$ cat config.mk
export PLATFORM = sky130hd
export DESIGN_NAME = shift_multiply_divide_sequencer
export DESIGN_NICKNAME = d
export VERILOG_FILES = /design/src/shift_seq_pkg.sv /design/src/count_step_adder.sv /design/src/shift_multiply_divide_sequencer.sv
export VERILOG_INCLUDE_DIRS = /design/src
export SDC_FILE = /design/constraint.sdc
export NUM_CORES = 1
export LEC_CHECK = 0
export BUFFER_PORTS_ARGS = -buffer_cell sky130_fd_sc_hd__buf_2
export CAP_MARGIN = 20
export CORE_ASPECT_RATIO = 1.75
export CORE_UTILIZATION = 41
export CTS_BUF_LIST = sky130_fd_sc_hd__clkbuf_16
export CTS_CLUSTER_DIAMETER = 50
export DETAILED_ROUTE_END_ITERATION = 16
export GPL_ROUTABILITY_DRIVEN = 0
export PLACE_DENSITY = 0.59
export SYNTH_ARGS = -nofsm -noshare
export SYNTH_HDL_FRONTEND = slang
export SYNTH_SLANG_ARGS = --single-unit
$ cat constraint.sdc
create_clock -name clock -period 3.5 [get_ports clock]
set_input_delay 0.875 -clock clock [delete_from_list [all_inputs] [get_ports clock]]
set_output_delay 0.875 -clock clock [all_outputs]
set_load 0.1 [all_outputs]
$ cat src/shift_seq_defines.svh
// Register offsets, field positions, codes and preset values of the sequencer
`ifndef SHIFT_SEQ_DEFINES_SVH
`define SHIFT_SEQ_DEFINES_SVH

`define OFF_CTRL 8'h00
`define OFF_STATUS 8'h04
`define OFF_ACC 8'h08
`define OFF_LOWQ 8'h0c
`define OFF_OPERAND 8'h10
`define OFF_COUNT 8'h14

`define CTRL_FUNC_LSB 0
`define CTRL_FUNC_MSB 5
`define CTRL_DESIG_LSB 6
`define CTRL_DESIG_MSB 7
`define CTRL_START_BIT 8

`define STAT_BUSY_BIT 0
`define STAT_BADOP_BIT 1
`define STAT_BORROW_BIT 2
`define STAT_NIB_LSB 4
`define STAT_NIB_MSB 7

`define FUNC_RSHIFT_MUL 6'h08
`define FUNC_LSHIFT_DIV 6'h09
`define DESIG_LOWQ 2'h0
`define DESIG_ACC 2'h1
`define DESIG_PAIR 2'h2
`define DESIG_MULDIV 2'h3

`define WORD_ZERO 15'h0000
`define DIV_PRESET 15'h000f
`define NIB_ZERO 4'h0
`define NIB_ONE 4'h1
`define READ_ZERO 32'h00000000

`endif

$ cat src/shift_seq_pkg.sv
// Types shared by the shift, multiply and divide sequencer
package shift_seq_pkg;

    typedef logic [14:0] word_t;

    typedef enum logic [1:0] {
        ST_IDLE = 2'b00,
        ST_LOW = 2'b01,
        ST_UPPER = 2'b10,
        ST_WRITE = 2'b11
    } seq_state_t;

    typedef enum logic [1:0] {
        OP_MUL = 2'b00,
        OP_ROT = 2'b01,
        OP_PAIR = 2'b10,
        OP_DIV = 2'b11
    } op_t;

    typedef struct packed {
        logic psel;
        logic penable;
        logic pwrite;
        logic [7:0] paddr;
        logic [31:0] pwdata;
    } apb_req_t;

    typedef struct packed {
        logic [31:0] prdata;
        logic pready;
        logic pslverr;
    } apb_rsp_t;

endpackage

$ cat src/count_step_adder.sv
// Count adder register: holds the complemented nibble and returns the original nibble less one
`timescale 1ns/1ps
module count_step_adder (
    input wire logic clock,
    input wire logic sys_rst,
    input wire logic load,
    input wire logic [3:0] countIn,
    output logic [3:0] decremented
);
    logic [3:0] sumReg;
    logic [3:0] sumNext;
    logic [3:0] plusOne;

    always_comb begin
        sumNext = load ? ~countIn : sumReg;
    end

    always_ff @(posedge clock or posedge sys_rst) begin
        if (sys_rst) begin
            sumReg <= 4'h0;
        end else begin
            sumReg <= sumNext;
        end
    end

    // Carry out of the nibble is dropped, so zero wraps to all ones
    assign plusOne = sumReg + 4'h1;
    assign decremented = ~plusOne;
endmodule

$ cat src/shift_multiply_divide_sequencer.sv
// Iterative multiply, left shift and divide sequencer behind an APB slave
//
// Chosen here: the APB register port and the address map.
`timescale 1ns/1ps
`include "shift_seq_defines.svh"
module shift_multiply_divide_sequencer (
    input wire logic clock,
    input wire logic sys_rst,
    input wire shift_seq_pkg::apb_req_t apbReq,
    output shift_seq_pkg::apb_rsp_t apbRsp
);
    import shift_seq_pkg::*;

    seq_state_t state_reg, state_next;
    op_t op_reg, op_next;
    word_t acc_reg, acc_next;
    word_t lowQ_reg, lowQ_next;
    word_t operand_reg, operand_next;
    word_t count_reg, count_next;
    word_t xReg_reg, xReg_next;
    logic xTop_reg, xTop_next;
    logic mBit_reg, mBit_next;
    logic wrapBitLatch_reg, wrapBitLatch_next;
    logic rotAcc_reg, rotAcc_next;
    logic badOp_reg, badOp_next;
    logic borrow_reg, borrow_next;
    apb_rsp_t rsp_reg, rsp_next;

    logic setupPhase;
    logic writeTaken;
    logic startReq;
    logic [5:0] funcCode;
    logic [1:0] desigCode;
    logic [3:0] shiftCountNibble;
    logic [3:0] decNibble;
    logic loadCountAdder;
    logic [15:0] partial;
    logic endAroundBorrow;
    logic [15:0] diffWide;
    word_t addSum;
    logic mapped;
    logic [31:0] readData;

    assign setupPhase = apbReq.psel & ~apbReq.penable;
    assign writeTaken = apbReq.psel & apbReq.penable & rsp_reg.pready
        & apbReq.pwrite;
    assign funcCode = apbReq.pwdata[`CTRL_FUNC_MSB:`CTRL_FUNC_LSB];
    assign desigCode = apbReq.pwdata[`CTRL_DESIG_MSB:`CTRL_DESIG_LSB];
    assign startReq = writeTaken && apbReq.paddr == `OFF_CTRL
        && apbReq.pwdata[`CTRL_START_BIT] && state_reg == ST_IDLE;
    assign shiftCountNibble = count_reg[3:0];
    assign loadCountAdder = state_reg == ST_LOW;

    // Count adder lives apart so the decrement path is one small unit
    count_step_adder countAdder (
        .clock(clock),
        .sys_rst(sys_rst),
        .load(loadCountAdder),
        .countIn(shiftCountNibble),
        .decremented(decNibble)
    );

    // Divide compare: partial dividend is one bit wider than the registers
    assign partial = {xTop_reg, xReg_reg};
    assign diffWide = partial - {1'b0, operand_reg};
    assign endAroundBorrow = partial < {1'b0, operand_reg};
    assign addSum = xReg_reg + operand_reg;

    always_comb begin
        mapped = 1'b1;
        readData = `READ_ZERO;
        case (apbReq.paddr)
            `OFF_CTRL: readData = `READ_ZERO;
            `OFF_STATUS: begin
                readData[`STAT_BUSY_BIT] = state_reg != ST_IDLE;
                readData[`STAT_BADOP_BIT] = badOp_reg;
                readData[`STAT_BORROW_BIT] = borrow_reg;
                readData[`STAT_NIB_MSB:`STAT_NIB_LSB] = shiftCountNibble;
            end
            `OFF_ACC: readData[14:0] = acc_reg;
            `OFF_LOWQ: readData[14:0] = lowQ_reg;
            `OFF_OPERAND: readData[14:0] = operand_reg;
            `OFF_COUNT: readData[14:0] = count_reg;
            default: mapped = 1'b0;
        endcase
    end

    // Zero wait state: answer in the first access cycle
    always_comb begin
        rsp_next.pready = setupPhase;
        rsp_next.pslverr = setupPhase & ~mapped;
        rsp_next.prdata = (setupPhase & ~apbReq.pwrite) ? readData
            : `READ_ZERO;
    end

    always_comb begin
        state_next = state_reg;
        op_next = op_reg;
        acc_next = acc_reg;
        lowQ_next = lowQ_reg;
        operand_next = operand_reg;
        count_next = count_reg;
        xReg_next = xReg_reg;
        xTop_next = xTop_reg;
        mBit_next = mBit_reg;
        wrapBitLatch_next = wrapBitLatch_reg;
        rotAcc_next = rotAcc_reg;
        badOp_next = badOp_reg;
        borrow_next = borrow_reg;
        // Data registers are frozen to software while a loop runs
        if (writeTaken && state_reg == ST_IDLE) begin
            case (apbReq.paddr)
                `OFF_ACC: acc_next = apbReq.pwdata[14:0];
                `OFF_LOWQ: lowQ_next = apbReq.pwdata[14:0];
                `OFF_OPERAND: operand_next = apbReq.pwdata[14:0];
                `OFF_COUNT: count_next = apbReq.pwdata[14:0];
                default: ;
            endcase
        end
        if (writeTaken && apbReq.paddr == `OFF_STATUS
            && apbReq.pwdata[`STAT_BADOP_BIT]) begin
            badOp_next = 1'b0;
        end
        case (state_reg)
            ST_IDLE: begin
                if (startReq) begin
                    rotAcc_next = desigCode == `DESIG_ACC;
                    if (funcCode == `FUNC_RSHIFT_MUL
                        && desigCode == `DESIG_MULDIV) begin
                        op_next = OP_MUL;
                        count_next = `WORD_ZERO;
                        acc_next = `WORD_ZERO;
                        state_next = ST_LOW;
                    end else if (funcCode == `FUNC_LSHIFT_DIV
                        && desigCode == `DESIG_MULDIV) begin
                        op_next = OP_DIV;
                        count_next = `DIV_PRESET;
                        state_next = ST_LOW;
                    end else if (funcCode == `FUNC_LSHIFT_DIV) begin
                        op_next = (desigCode == `DESIG_PAIR) ? OP_PAIR
                            : OP_ROT;
                        if (shiftCountNibble != `NIB_ZERO) begin
                            state_next = ST_LOW;
                        end
                    end else begin
                        // Right shifts are not handled here
                        badOp_next = 1'b1;
                    end
                end
            end
            ST_LOW: begin
                // Lower register goes first, accumulator for an accumulator rotate; count copied to the adder
                case (op_reg)
                    OP_MUL: begin
                        xReg_next = {acc_reg[0], lowQ_reg[14:1]};
                        mBit_next = lowQ_reg[0];
                    end
                    OP_DIV: xReg_next = {lowQ_reg[13:0], 1'b0};
                    OP_PAIR: begin
                        wrapBitLatch_next = lowQ_reg[14];
                        xReg_next = {lowQ_reg[13:0], acc_reg[14]};
                    end
                    default: begin
                        xReg_next = rotAcc_reg
                            ? {acc_reg[13:0], acc_reg[14]}
                            : {lowQ_reg[13:0], lowQ_reg[14]};
                    end
                endcase
                state_next = ST_UPPER;
            end
            ST_UPPER: begin
                count_next = {11'h000, decNibble};
                if (op_reg == OP_ROT && rotAcc_reg) begin
                    acc_next = xReg_reg;
                end else begin
                    lowQ_next = xReg_reg;
                end
                case (op_reg)
                    OP_MUL: xReg_next = {acc_reg[14], acc_reg[14:1]};
                    OP_DIV: begin
                        xTop_next = acc_reg[14];
                        xReg_next = {acc_reg[13:0], lowQ_reg[14]};
                    end
                    OP_PAIR: begin
                        xReg_next = {acc_reg[13:0], wrapBitLatch_reg};
                    end
                    default: ;
                endcase
                state_next = ST_WRITE;
            end
            ST_WRITE: begin
                case (op_reg)
                    OP_MUL: acc_next = mBit_reg ? addSum : xReg_reg;
                    OP_DIV: begin
                        borrow_next = endAroundBorrow;
                        if (!endAroundBorrow) begin
                            acc_next = diffWide[14:0];
                            lowQ_next[0] = 1'b1;
                        end else begin
                            acc_next = xReg_reg;
                        end
                    end
                    OP_PAIR: acc_next = xReg_reg;
                    default: ;
                endcase
                // Sixteen passes for multiply, fifteen for divide
                state_next = (shiftCountNibble != `NIB_ZERO) ? ST_LOW
                    : ST_IDLE;
            end
            default: state_next = ST_IDLE;
        endcase
    end

    always_ff @(posedge clock or posedge sys_rst) begin
        if (sys_rst) begin
            state_reg <= ST_IDLE;
            op_reg <= OP_MUL;
            acc_reg <= `WORD_ZERO;
            lowQ_reg <= `WORD_ZERO;
            operand_reg <= `WORD_ZERO;
            count_reg <= `WORD_ZERO;
            xReg_reg <= `WORD_ZERO;
            xTop_reg <= 1'b0;
            mBit_reg <= 1'b0;
            wrapBitLatch_reg <= 1'b0;
            rotAcc_reg <= 1'b0;
            badOp_reg <= 1'b0;
            borrow_reg <= 1'b0;
            rsp_reg <= '0;
        end else begin
            state_reg <= state_next;
            op_reg <= op_next;
            acc_reg <= acc_next;
            lowQ_reg <= lowQ_next;
            operand_reg <= operand_next;
            count_reg <= count_next;
            xReg_reg <= xReg_next;
            xTop_reg <= xTop_next;
            mBit_reg <= mBit_next;
            wrapBitLatch_reg <= wrapBitLatch_next;
            rotAcc_reg <= rotAcc_next;
            badOp_reg <= badOp_next;
            borrow_reg <= borrow_next;
            rsp_reg <= rsp_next;
        end
    end

    assign apbRsp = rsp_reg;

    // Pass counter used only by the checks below
    logic [4:0] passCount;
    always_ff @(posedge clock or posedge sys_rst) begin
        if (sys_rst) begin
            passCount <= 5'h00;
        end else if (startReq) begin
            passCount <= 5'h00;
        end else if (state_reg == ST_WRITE) begin
            passCount <= passCount + 5'h01;
        end
    end
endmodule

* Word level (Yosys, flattened, before mapping)
Index checks and enable logic that the tools add are counted.
** Storage, ports and cells
- Flip-flop bits (word level) :: 106
- Bits in latches :: 0
- RAM bits :: 0
- Memory bits (read-only) :: 0
- Input bits :: 45
- Output and inout bits :: 34
- Logic and storage cells :: 127
- Memories :: 0
** Operators by class
- Add/subtract/negate cells :: 3
- Multipliers :: 0
- Div/mod/pow operators :: 0
- $lt $le $gt $ge :: 1
- Equality and inequality tests :: 20
- Shift operators :: 0
- Multiplexer cells :: 49
- Bitwise gates (word level) :: 11
- Reductions and logical operators :: 26
** Operators with widths (number)
- $mux W15 :: 17
- $pmux W15 S3 :: 4
- $pmux W15 S2 :: 2
- $pmux W7 S4 :: 1
- $pmux W4 S5 :: 1
- $mux W2 :: 9
- $eq A8 B4 Y1 const B :: 2
- $eq A8 B5 Y1 const B :: 2
- $lt A16 B15 Y1 :: 1
- $add A15 B15 Y15 :: 1
- $pmux W3 S5 :: 1
- $sub A15 B15 Y15 :: 1
- $mux W14 :: 1
- $reduce_and A2 Y1 :: 7
- $eq A2 B2 Y1 const B :: 6
- $eq A6 B4 Y1 const B :: 2
- $ne A4 B1 Y1 const B :: 3
- $mux W1 :: 10
- $logic_and A1 B1 Y1 :: 9
- $eq A8 B3 Y1 const B :: 1
- $logic_not A8 Y1 :: 1
- $not A4 Y4 :: 2
- $pmux W2 S4 :: 1
- $and A1 B1 Y1 :: 6
- 12 further kinds :: 19

* Logic depth before layout (Yosys ltp)
Gate-level depths: netlist of the first run.
- Depth in word-level cells :: 11
- Mapped depth :: 12

* Hierarchy
Synthesis of the first run repeated with hierarchy kept, for this count alone.
** Second synthesis, totals
- Cell total of the unflattened synthesis :: 968
- Area total of the unflattened synthesis :: 7946.4 sq um
** Modules (own cells, without submodules)
- shift_multiply_divide_sequencer :: instances 1, cells each 948, area an instance 7739.9 sq um
- count_step_adder :: instances 1, cells each 20, area an instance 206.4 sq um

* Least setup slack after synthesis of the first run
OpenSTA, ideal clock, no wires.
- Kind :: input-to-reg
- Start point :: input port apbReq[33] in the netlist's numbering
- End point :: register lowQ_reg[0]
- Arrival time :: 2.908 ns
- Data required time :: 3.374 ns
- Slack :: 0.466 ns
- Stages on the path :: 10
- Buffers on the path :: 2
- Cell sequence :: or4_4 -> or2_1 -> nor2_1 -> and2_1 -> buf_2 -> and3_1 -> buf_4 -> mux2i_1 -> o21ai_1 -> a221o_1
** On the way
- Cells in the longest elaborated chain, start to end :: 6
** Ends and longest elaborated chain
- from (decl) :: line shift_multiply_divide_sequencer.sv:9 : input wire shift_seq_pkg::apb_req_t apbReq,
- $eq A8 B4 Y1 (*) :: line shift_multiply_divide_sequencer.sv:112 : case (apbReq.paddr)
- $mux W15 (*) :: line shift_multiply_divide_sequencer.sv:112
- $mux W15 (*) :: line shift_multiply_divide_sequencer.sv:111 : if (writeTaken && state_reg == ST_IDLE) begin
- $mux W1 :: line shift_multiply_divide_sequencer.sv:196 : if (!endAroundBorrow) begin
- $mux W1 :: line shift_multiply_divide_sequencer.sv:192 : case (op_reg)
- $pmux W1 S2 (*) :: line shift_multiply_divide_sequencer.sv:124 : case (state_reg)
- net lowQ_next[0] :: line shift_multiply_divide_sequencer.sv:17 : word_t lowQ_reg, lowQ_next;
- to (signal assigned) :: line shift_multiply_divide_sequencer.sv:219 : lowQ_reg <= `WORD_ZERO;
- to (signal assigned) :: line shift_multiply_divide_sequencer.sv:234 : lowQ_reg <= lowQ_next;
- to (decl) :: line shift_multiply_divide_sequencer.sv:17
Mark *: on every way through the listed nets, which the timed path passes. The rest lies on a longest branch.
A chain may end at the register's enable or synchronous reset.

* Worst setup path after layout of the first run
- Start point :: register xReg_reg[0]
- End point :: register acc_reg[14]
** On the way
- Cells in the longest elaborated chain, start to end :: 4
** Ends and longest elaborated chain
- from (decl) :: line shift_multiply_divide_sequencer.sv:20 : word_t xReg_reg, xReg_next;
- from (signal assigned) :: line shift_multiply_divide_sequencer.sv:222 : xReg_reg <= `WORD_ZERO;
- from (signal assigned) :: line shift_multiply_divide_sequencer.sv:237 : xReg_reg <= xReg_next;
- $sub A15 B15 Y15, or another cell as far along :: line shift_multiply_divide_sequencer.sv:65 : assign diffWide = partial - {1'b0, operand_reg};
- $mux W15, on equally long branches :: line shift_multiply_divide_sequencer.sv:196, shift_multiply_divide_sequencer.sv:193
- $pmux W15 S3 (*) :: line shift_multiply_divide_sequencer.sv:192
- $pmux W15 S3 (*) :: line shift_multiply_divide_sequencer.sv:124
- net acc_next[14] :: line shift_multiply_divide_sequencer.sv:16 : word_t acc_reg, acc_next;
- to (signal assigned) :: line shift_multiply_divide_sequencer.sv:218 : acc_reg <= `WORD_ZERO;
- to (signal assigned) :: line shift_multiply_divide_sequencer.sv:233 : acc_reg <= acc_next;
- to (decl) :: line shift_multiply_divide_sequencer.sv:16
Marks and branches as above.

==> results of run 1 <==
[cells in the mapped netlist (all sizes together), types with 3 or more instances]
master  instances
and2            7
mux2           19
nor2b          12
a21o            5
a222oi         13
o211ai          6
a211oi         16
xor2            5
o221ai          8
a221o           6
o21bai          6
o31a            3
mux2i          34
nor3b           5
nand2b          7
o31ai           4
o41ai           3
xnor2          10
nand2         129
o22ai          13
o21ai          88
nand3b          4
and3           10
dfrtp         106
buf            35
inv            39
a21oi          75
a22oi           7
a211o           7
a31oi          11
ha             35
nor4            3
nand3          18
nor3           13
a22o           15
o21a           12
clkbuf         51
or2             3
nor2           82
[logic make-up (layout without fill, tap and decap cells)]
logic type                 after synthesis  after routing  share of synthesized area (%)
other                                    1             17                        0.04802
AOI/OAI and AO/OA                      313            313                          26.26
adders and majority gates               37             37                          6.121
muxes                                   53             53                          7.098
buffers and inverters                  125            144                          7.146
DFF                                    106            106                          33.97
and+or+nand+nor                        303            303                          17.67
xor gates and xnor gates                15             15                          1.682
[metrics by stage]
stage	area, um^2	std cells	power, W	worst slack [ns]
2_1_floorplan	7873	969	0.003710	0.4657
5_1_grt	8695	1226	0.006165	0.09923
3_5_place_dp	8359	1210	0.004584	0.2184
3_3_place_gp	8359	1210	0.004566	0.2311
6_report	8695	1226	0.005799	0.1856
4_1_cts	8695	1226	0.005773	0.2601
[worst max path at each step]
stage | end | slack, ns | cells after the start
finish | acc_reg[14] | 0.19 | 12
global route | acc_reg[12] | 0.1 | 12
CTS | acc_reg[14] | 0.26 | 12
detailed placement | acc_reg[14] | 0.22 | 10
global placement | acc_reg[11] | 0.23 | 9
floorplan | lowQ_reg[0] | 0.47 | 10
[per-layer routing]
| layer | track usage [%] | wire (um) |
|---|---|---|
| met1 | 32.08 | 10140 |
| met2 | 50.36 | 13530 |
| met3 | 2.334 | 1222 |
| met4 | 15.00 | 1281 |
| met5 | 0 | 0 |
[power by group]
part           switching (W)  total, W  leakage, nW  internal [W]
clock network       0.000478   0.00117        0.168      0.000694
registers           0.000442   0.00193         1.35       0.00148
logic                0.00166   0.00270         2.36       0.00104
[cell type report]
cell class,instances,area [um^2]
clock buffer,9,225.2
clock inverter,7,110.1
fill,1864,9886
inverter,39,150.1
multi-input combinational,738,4663
sequential,106,2653
tap,238,297.8
timing repair buffer,89,595.6
[critical path: stages (launching register included)]
cell and delay, ns:
dfrtp_1 0.45, ha_1 0.19, inv_1 0.05, fa_1 0.38, or2_1 0.28, a221oi_1 0.42, o41ai_1 0.20, o41ai_1 0.28
buf_4 0.19, o41ai_2 0.10, nor4b_1 0.28, o211ai_1 0.16, a32oi_1 0.25
==> impl_results.md, run 1 <==
* Post-synthesis cell type count at 76
* Final period utilization at 94.70%
* Post-CTS resize count at 0
* Dpl hpwl at 19850 um
* Antenna violations before repair at 0
* Antenna cell count at 0
* P_leak at 3.885 nW
* Final core occ at 46.79%
* Initial core utilization at 42.03%
* Die Span Y at 184.6 um
* Drt pass-1 iters at 7
* CP endpoint kind: flop
* Cell accounting for the most synthesized area: dfrtp_1
* Yosys top cell area share at 33.97%
* Clock transition at the registers of the reported paths at 0.08 ns
* Synth area leaders: dfrtp_1, nand2_1, ha_1
* Minimum clock period at 3.314 ns
* Commonest non-fill, non-tap cell in the layout: nand2_1
* Worst Reg2Reg Path Length in Cells at 12
* Setup violators final at 0
* FF+latch count, synth at 106
* First-pass GRT wire length at 41190 um
* P&R area growth vs syn at 11.34%
* Routed via count at 7355
* CTS tree: yes
* Setup TNS at 0 ns
* ANT nets after route at 0
* VDD IR max at 0.0007101 V
* Vias in the first global route at 7234
* RSZ-0062 raised after global routing: no
* CP required at 3.78 ns
* Total GRT Usage at 27.84%
* DR iter-0 viols at 606
* Reg2Reg Setup Slack at 0.19 ns
* Drt via density at 5.999
* H-tree depth at 3
* Hold WS at 0.4029 ns
* # hold bufs at CTS at 0
* Final slew viol count at 0
* Clock Latency Late Sink at 0.36 ns
* Clk buf depth at 2
* Syn Inst Count at 953
* Type of origin of the critical path: flop
* DRC viols at 0
* Layout cells sized above 1 at 13.06%
* Core Region at 0.01858 mm^2
* # IOs at 79
* Fmax at 301.7 MHz
* Slew @ Worst Pin at 0.9789 ns
* Root buf cell: clkbuf_16
* Commonest cells after routing, fill and taps aside: nand2_1, dfrtp_1, nor2_1, a21oi_1
* Die width at 106.3 um
* Hold Crit Class: input pin to async pin
* Largest net degree at the start of global routing at 72
* RR Startpoint: xReg_reg[0]
* Crit path max fanout at 3
* CP Launch Point: xReg_reg[0]
* Post-synth ARST share at 100.0%
* Wire length per cell at 21.35 um
* RR Endpoint: acc_reg[14]
* WL final at 26180 um
* Number of buffers created by CTS at 9
* I/O Buffers at 44
* Post-synthesis sequential area ratio at 33.97%
* Standard-cell rows at 66
* Status: finished clean
* Synth Flop Type: dfrtp_1
* Post-Syn Area at 0.007809 mm^2
* Slew HR at 34.58%
* Synth warn at 0
* # Max-Cap Violations at 0
* Max FFs per register at 17
* Post-CTS setup buffers at 0
* Power Density at 667.0 mW/mm^2
* Critical Path AT at 3.59 ns
* Syn Area/Cell at 8.194 um^2
* Final #Nets at 1065
* CTS sink count at 106
* Post-synth EDFFs at 0
* Die ar. at 0.01962 mm^2
* Worst Skew at 0.01290 ns
* Crit Path Class: flop to flop
* Hold Fails Final Rpt at 0
* Grt ovf at 0
(Power assumes the default switching activity.)
==> inputs of run 2 (changes only) <==
--- a/config.mk
+++ b/config.mk
@@ -8,7 +8,6 @@
 export LEC_CHECK = 0
 export BUFFER_PORTS_ARGS = -buffer_cell sky130_fd_sc_hd__buf_2
 export CAP_MARGIN = 20
-export CORE_ASPECT_RATIO = 1.75
 export CORE_UTILIZATION = 41
 export CTS_BUF_LIST = sky130_fd_sc_hd__clkbuf_16
 export CTS_CLUSTER_DIAMETER = 50
==> run 2 against run 1 <==
  * Worst setup slack improved by 0.0016 ns
  * Sequential power decreased by 2%
  * Critical endpoint unchanged
  * Combinational power about the same
  * Critical path depth unchanged
  * Non-clock buffer count decreased by 1
  * Fmax about the same
==> impl_results.md, run 2 (same netlist as run 1, synthesis figures left out) <==
* Status: finished clean (unchanged)
* Drt via density at 6.118 (was 5.999)
* Dpl hpwl at 18820 um (was 19850 um)
* Psw at 0.002566 W (was 0.002577 W)
* Slew @ Worst Pin at 0.9397 ns (was 0.9789 ns)
* H-tree depth at 3 (unchanged)
* Minimum clock period at 3.313 ns (was 3.314 ns)
* Final slew viol count at 0 (unchanged)
* Post-DP Area at 0.008334 mm^2 (was 0.008359 mm^2)
* Wire length per cell at 21.16 um (was 21.35 um)
* Die ar. at 0.01960 mm^2 (was 0.01962 mm^2)
* Standard-cell rows at 50 (was 66)
* Setup violators final at 0 (unchanged)
* Post-CTS setup buffers at 0 (unchanged)
* DR iter-0 viols at 791 (was 606)
* Critical Path AT at 3.59 ns (about the same)
* Root buf cell: clkbuf_16 (unchanged)
* ANT nets after route at 0 (unchanged)
* Antenna cell count at 0 (unchanged)
* Worst Skew at 0.007365 ns (was 0.01290 ns)
* Die Span Y at 140.0 um (was 184.6 um)
* Max FFs per register at 17 (unchanged)
* Routed via count at 7464 (was 7355)
* Final #Nets at 1064 (was 1065)
* Final core occ at 46.37% (was 46.79%)
* Final Power at 0.005802 W (was 0.005799 W)
* Vias in the first global route at 6979 (was 7234)
* Commonest cells after routing, fill and taps aside: nand2_1, dfrtp_1, nor2_1, a21oi_1 (unchanged)
* Part of the power in the clock network at 20.3% (was 20.2%)
* Power Density at 669.0 mW/mm^2 (was 667.0 mW/mm^2)
* Antenna violations before repair at 0 (unchanged)
* Cell area after layout at 0.008673 mm^2 (was 0.008695 mm^2)
* # IOs at 79 (unchanged)
* VDD IR max at 0.0005929 V (was 0.0007101 V)
* Largest net degree at the start of global routing at 107 (was 72)
* Drt pass-1 iters at 7 (unchanged)
* Sequential share of power at 32.6% (was 33.2%)
* P&R area growth vs syn at 11.07% (was 11.34%)
* Clock transition at the registers of the reported paths at 0.07 ns (was 0.08 ns)
* Met2 WL post-DR at 11810 um (was 13530 um)
* CTS tree: yes (unchanged)
* Fillers at 1875 (was 1864)
* CP endpoint kind: flop (unchanged)
* Grt ovf at 0 (unchanged)
* Layout cells sized above 1 at 13.08% (was 13.06%)
* Crit Path Class: flop to flop (unchanged)
* # Max-Cap Violations at 0 (unchanged)
* Crit path max fanout at 3 (unchanged)
* CP required at 3.78 ns (about the same)
* Clock Latency Late Sink at 0.36 ns (about the same)
* Hold Fails Final Rpt at 0 (unchanged)
* Max Used Layer: met4 (unchanged)
* Number of buffers created by CTS at 9 (unchanged)
* Die width at 140.0 um (was 106.3 um)
* Pint at 0.003236 W (was 0.003222 W)
* Final period utilization at 94.65% (was 94.70%)
* Commonest non-fill, non-tap cell in the layout: nand2_1 (unchanged)
* Core Region at 0.01871 mm^2 (was 0.01858 mm^2)
* Type of origin of the critical path: flop (unchanged)
* Sw Ratio at 44.23% (was 44.44%)
* M1 WL at 11220 um (was 10140 um)
* Setup TNS at 0 ns (unchanged)
* Total GRT Usage at 26.72% (was 27.84%)
* Initial core utilization at 41.75% (was 42.03%)
* CTS sink count at 106 (unchanged)
* Clk buf depth at 2 (unchanged)
* Hold Crit Class: flop to flop (was input pin to async pin)
* First-pass GRT wire length at 40020 um (was 41190 um)
* WL final at 25820 um (was 26180 um)
* Logic pwr share at 47.1% (was 46.6%)
* Slew HR at 36.82% (was 34.58%)
* RSZ-0062 raised after global routing: no (unchanged)
* P_leak at 3.881 nW (was 3.885 nW)
* I/O Buffers at 44 (unchanged)
* Wire length on met3 at 1591 um (was 1222 um)
* DRC viols at 0 (unchanged)
* Fmax at 301.9 MHz (was 301.7 MHz)
-- run 2: timing repair --
action / 4_1_cts / 5_1_grt
setup endpoints to repair: 0 / 1
hold buffers: 0 / 0
gates resized for setup: 0 / 1
-- run 2: power by group through the flow --
stage / registers [W] / clock network [W] / logic, W
finish: 0.00189 / 0.00118 / 0.00273
global route: 0.00191 / 0.00122 / 0.00301
CTS: 0.00187 / 0.00119 / 0.00269
detailed placement: 0.00189 / 0 / 0.00267
global placement: 0.00190 / 0 / 0.00264
floorplan: 0.00175 / 0 / 0.00196
-- run 2: final cells by class --
type	count	area [um^2]	share of cell area, %
clock buffer	9	225.2	2.597
clock inverter	6	107.6	1.241
inverter	39	150.1	1.731
multi-input combinational	738	4669	53.84
sequential	106	2653	30.58
tap	234	292.8	3.376
timing repair buffer	88	575.6	6.636
-- run 2: path summary, 6_finish.rpt --
check | from | endpoint | slack [ns] | depth (start not counted)
min in group asynchronous | sys_rst | apbRsp[14] | 0.69 | 3
min | badOp_reg | badOp_reg | 0.49 | 2
min reg2reg | badOp_reg | badOp_reg | 0.49 | 2
max | xReg_reg[0] | acc_reg[14] | 0.19 | 12
max reg2reg | xReg_reg[0] | acc_reg[14] | 0.19 | 12
max in group asynchronous | sys_rst | operand_reg[3] | 2.39 | 3
-- run 2: metal layers --
layer	track usage (%)	vias to the layer above
met4	12.38	0
met3	4.171	66
met2	42.82	342
met5	0	-
met1	35.43	3608
li1	-	3448
-- run 2: through the flow --
step / worst slack (ns) / hold WS (ns) / instances
final: 0.1873 / 0.4913 / 1220
after global routing: 0.03382 / 0.5135 / 1220
after CTS: 0.1753 / 0.4938 / 1220
after detailed placement: 0.1874 / 0.4770 / 1205
after global placement: 0.2069 / 0.4790 / 1205
after floorplan: 0.4657 / 0.4494 / 969
-- run 2: worst max-delay path, cell delays in order (launching register included) --
cell and delay (ns):
dfrtp_1 0.44, ha_1 0.23, inv_1 0.06, fa_1 0.40, or2_1 0.29, a221oi_2 0.30
o41ai_1 0.16, o41ai_1 0.37, buf_4 0.19, o41ai_2 0.10, nor4b_1 0.26, o211ai_1 0.18
a32oi_1 0.25
==> inputs of run 3 (changes only) <==
--- a/config.mk
+++ b/config.mk
@@ -14,6 +14,7 @@
 export DETAILED_ROUTE_END_ITERATION = 16
 export GPL_ROUTABILITY_DRIVEN = 0
 export PLACE_DENSITY = 0.59
+export RECOVER_POWER = 50
 export SYNTH_ARGS = -nofsm -noshare
 export SYNTH_HDL_FRONTEND = slang
 export SYNTH_SLANG_ARGS = --single-unit
==> run 3 against run 2 <==
  * The run now ends with slew limit left
  * Critical path depth unchanged
  * Global-route usage unchanged
  * Count of clock-buffer cells in the layout unchanged
  * Worst hold slack improved by 0.00070 ns
  * Sequential share of layout area increased by 0.071 points
  * Clock skew about the same
  * Cell area decreased by 0.23%
  * Fmax decreased by 0.69%
  * Utilization decreased by 0.11 points
  * Die area unchanged
  * Combinational power about the same
  * Sequential cell count unchanged
  * Critical endpoint unchanged
  * Largest cell class unchanged
  * Largest power group unchanged
  * Highest routed layer unchanged
==> impl_results.md, run 3 (same netlist as run 1, synthesis figures left out) <==
* # Max-Cap Violations at 0 (unchanged)
* Layout cells sized above 1 at 12.88% (was 13.08%)
* Core Region at 0.01871 mm^2 (unchanged)
* Final period utilization at 95.31% (was 94.65%)
* Worst hold start: badOp_reg (unchanged)
* CP endpoint kind: flop (unchanged)
* Final slew viol count at 47 (was 0)
* Fmax at 299.8 MHz (was 301.9 MHz)
* ANT nets after route at 0 (unchanged)
* DRC viols at 0 (unchanged)
* Grt ovf at 0 (unchanged)
* P&R area growth vs syn at 10.82% (was 11.07%)
* CP required at 3.78 ns (about the same)
* RSZ-0062 raised after global routing: no (unchanged)
* I/O Buffers at 44 (unchanged)
* Standard-cell rows at 50 (unchanged)
* Hold path depth at 2 (unchanged)
* Type of origin of the critical path: flop (unchanged)
* Worst Skew at 0.007614 ns (was 0.007365 ns)
* Power Density at 670.1 mW/mm^2 (was 669.0 mW/mm^2)
* Drt via density at 6.111 (was 6.118)
* Slew HR at -0.1316% (was 36.82%)
* CTS sink count at 106 (unchanged)
* Max Used Layer: met4 (unchanged)
* Post-DP Area at 0.008334 mm^2 (unchanged)
* H-tree depth at 3 (unchanged)
* Commonest non-fill, non-tap cell in the layout: nand2_1 (unchanged)
* Hold Fails Final Rpt at 0 (unchanged)
* Dpl hpwl at 18820 um (unchanged)
* Wire length on met3 at 1655 um (was 1591 um)
* Met2 WL post-DR at 11910 um (was 11810 um)
* Setup TNS at 0 ns (unchanged)
* First-pass GRT wire length at 40020 um (unchanged)
* Post-CTS setup buffers at 0 (unchanged)
* Largest net degree at the start of global routing at 107 (unchanged)
* WL final at 25770 um (was 25820 um)
* Total GRT Usage at 26.72% (unchanged)
* Worst slack, placed at 0.1874 ns (unchanged)
* Die width at 140.0 um (unchanged)
* Commonest cells after routing, fill and taps aside: nand2_1, dfrtp_1, nor2_1, a21oi_1, o21ai_1 (was nand2_1, dfrtp_1, nor2_1, a21oi_1)
* Wire length per cell at 21.12 um (was 21.16 um)
* # IOs at 79 (unchanged)
* Hold WS at 0.4920 ns (was 0.4913 ns)
* Worst Reg2Reg Path Length in Cells at 12 (unchanged)
* Number of buffers created by CTS at 9 (unchanged)
* Crit Path Class: flop to flop (unchanged)
* Failing checks: slew limit
* Vias in the first global route at 6979 (unchanged)
* Fillers at 1881 (was 1875)
* P_leak at 3.868 nW (was 3.881 nW)
* Worst Hold End: badOp_reg (unchanged)
* Final critical-path setup slack at 0.1643 ns (was 0.1873 ns)
* Critical Path AT at 3.61 ns (was 3.59 ns)
* Drt pass-1 iters at 7 (unchanged)
* Die Span Y at 140.0 um (unchanged)
* Hold Crit Class: flop to flop (unchanged)
* RR Endpoint: acc_reg[14] (unchanged)
* Reg2Reg Setup Slack at 0.16 ns (was 0.19 ns)
* Clk buf depth at 2 (unchanged)
* Slew @ Worst Pin at 1.502 ns (was 0.9397 ns)
* Max FFs per register at 17 (unchanged)
* Setup violators final at 0 (unchanged)
* Antenna cell count at 0 (unchanged)
* Final #Nets at 1064 (unchanged)
* VDD IR max at 0.0005940 V (was 0.0005929 V)
* Crit path max fanout at 3 (unchanged)
* Die ar. at 0.01960 mm^2 (unchanged)
* Root buf cell: clkbuf_16 (unchanged)
* Minimum clock period at 3.336 ns (was 3.313 ns)
* RR Startpoint: xReg_reg[0] (unchanged)
* M1 WL at 11150 um (was 11220 um)
* Antenna violations before repair at 0 (unchanged)
* Cell area after layout at 0.008653 mm^2 (was 0.008673 mm^2)
* DR iter-0 viols at 798 (was 791)
* CTS tree: yes (unchanged)
* Status: finished with violations (was finished clean)
* Clock transition at the registers of the reported paths at 0.07 ns (about the same)
* Clock Latency Late Sink at 0.36 ns (about the same)
* Routed via count at 7455 (was 7464)
* Initial core utilization at 41.75% (unchanged)
## run 3: cell count changes in the layout (fill, tap and decap cells not counted)
cell      change
buf_4         -2
clkbuf_1      +2
buf_12        -1
buf_2         -1
clkbuf_2      +1
clkbuf_4      +1
## run 3: worst max-delay path by stage
stage	from	to	slack (ns)	cells after the start
2_1_floorplan	apbReq[33]	lowQ_reg[0]	0.47	10
3_3_place_gp	xReg_reg[0]	acc_reg[14]	0.21	12
3_5_place_dp	apbReq[33]	count_reg[10]	0.19	9
4_1_cts	xReg_reg[0]	acc_reg[14]	0.18	12
5_1_grt	operand_reg[2]	acc_reg[0]	0.02	11
6_report	xReg_reg[0]	acc_reg[14]	0.16	12
## run 3: power by group
| part | total [W] | switching (W) | internal, W | leakage, nW |
|---|---|---|---|---|
| clock | 0.00118 | 0.000484 | 0.000694 | 0.167 |
| combinational | 0.00273 | 0.00168 | 0.00105 | 2.35 |
| sequential | 0.00189 | 0.000405 | 0.00148 | 1.35 |
| total | 0.00580 | 0.00257 | 0.00323 | 3.87 |
## run 3: stage by stage
| stage | utilization, % | total power (W) | std cells |
|---|---|---|---|
| CTS | 46.33 | 0.005745 | 1220 |
| finish | 46.26 | 0.005799 | 1220 |
| detailed placement | 44.56 | 0.004566 | 1205 |
| global placement | 44.56 | 0.004541 | 1205 |
| floorplan | - | 0.003710 | 969 |
| global route | 46.26 | 0.006134 | 1220 |
## run 3: cell type report
class / count / area [um^2] / area share (%)
tap: 234 / 292.8 / 3.383
multi-input combinational: 738 / 4669 / 53.96
clock inverter: 6 / 107.6 / 1.243
clock buffer: 9 / 225.2 / 2.603
inverter: 39 / 150.1 / 1.735
timing repair buffer: 88 / 555.5 / 6.420
sequential: 106 / 2653 / 30.65
## run 3: metal layers
| layer | vias to the layer above | GRT usage, % |
|---|---|---|
| met2 | 335 | 42.82 |
| li1 | 3451 | - |
| met1 | 3616 | 35.43 |
| met3 | 53 | 4.171 |
| met4 | 0 | 12.38 |
| met5 | - | 0 |
## run 3: critical path: stages, from the launching register on
cell and delay [ns]:
dfrtp_1 0.43, ha_1 0.23, inv_1 0.06, fa_1 0.40
or2_1 0.29, a221oi_2 0.31, o41ai_1 0.16, o41ai_1 0.37
buf_4 0.19, o41ai_2 0.10, nor4b_1 0.28, o211ai_1 0.18
a32oi_1 0.25
## run 3: repair_timing
item	4_1_cts	5_1_grt
setup endpoints to repair	0	1
hold endpoints to repair	0	0
resized for setup	0	1
hold buffers	0	0
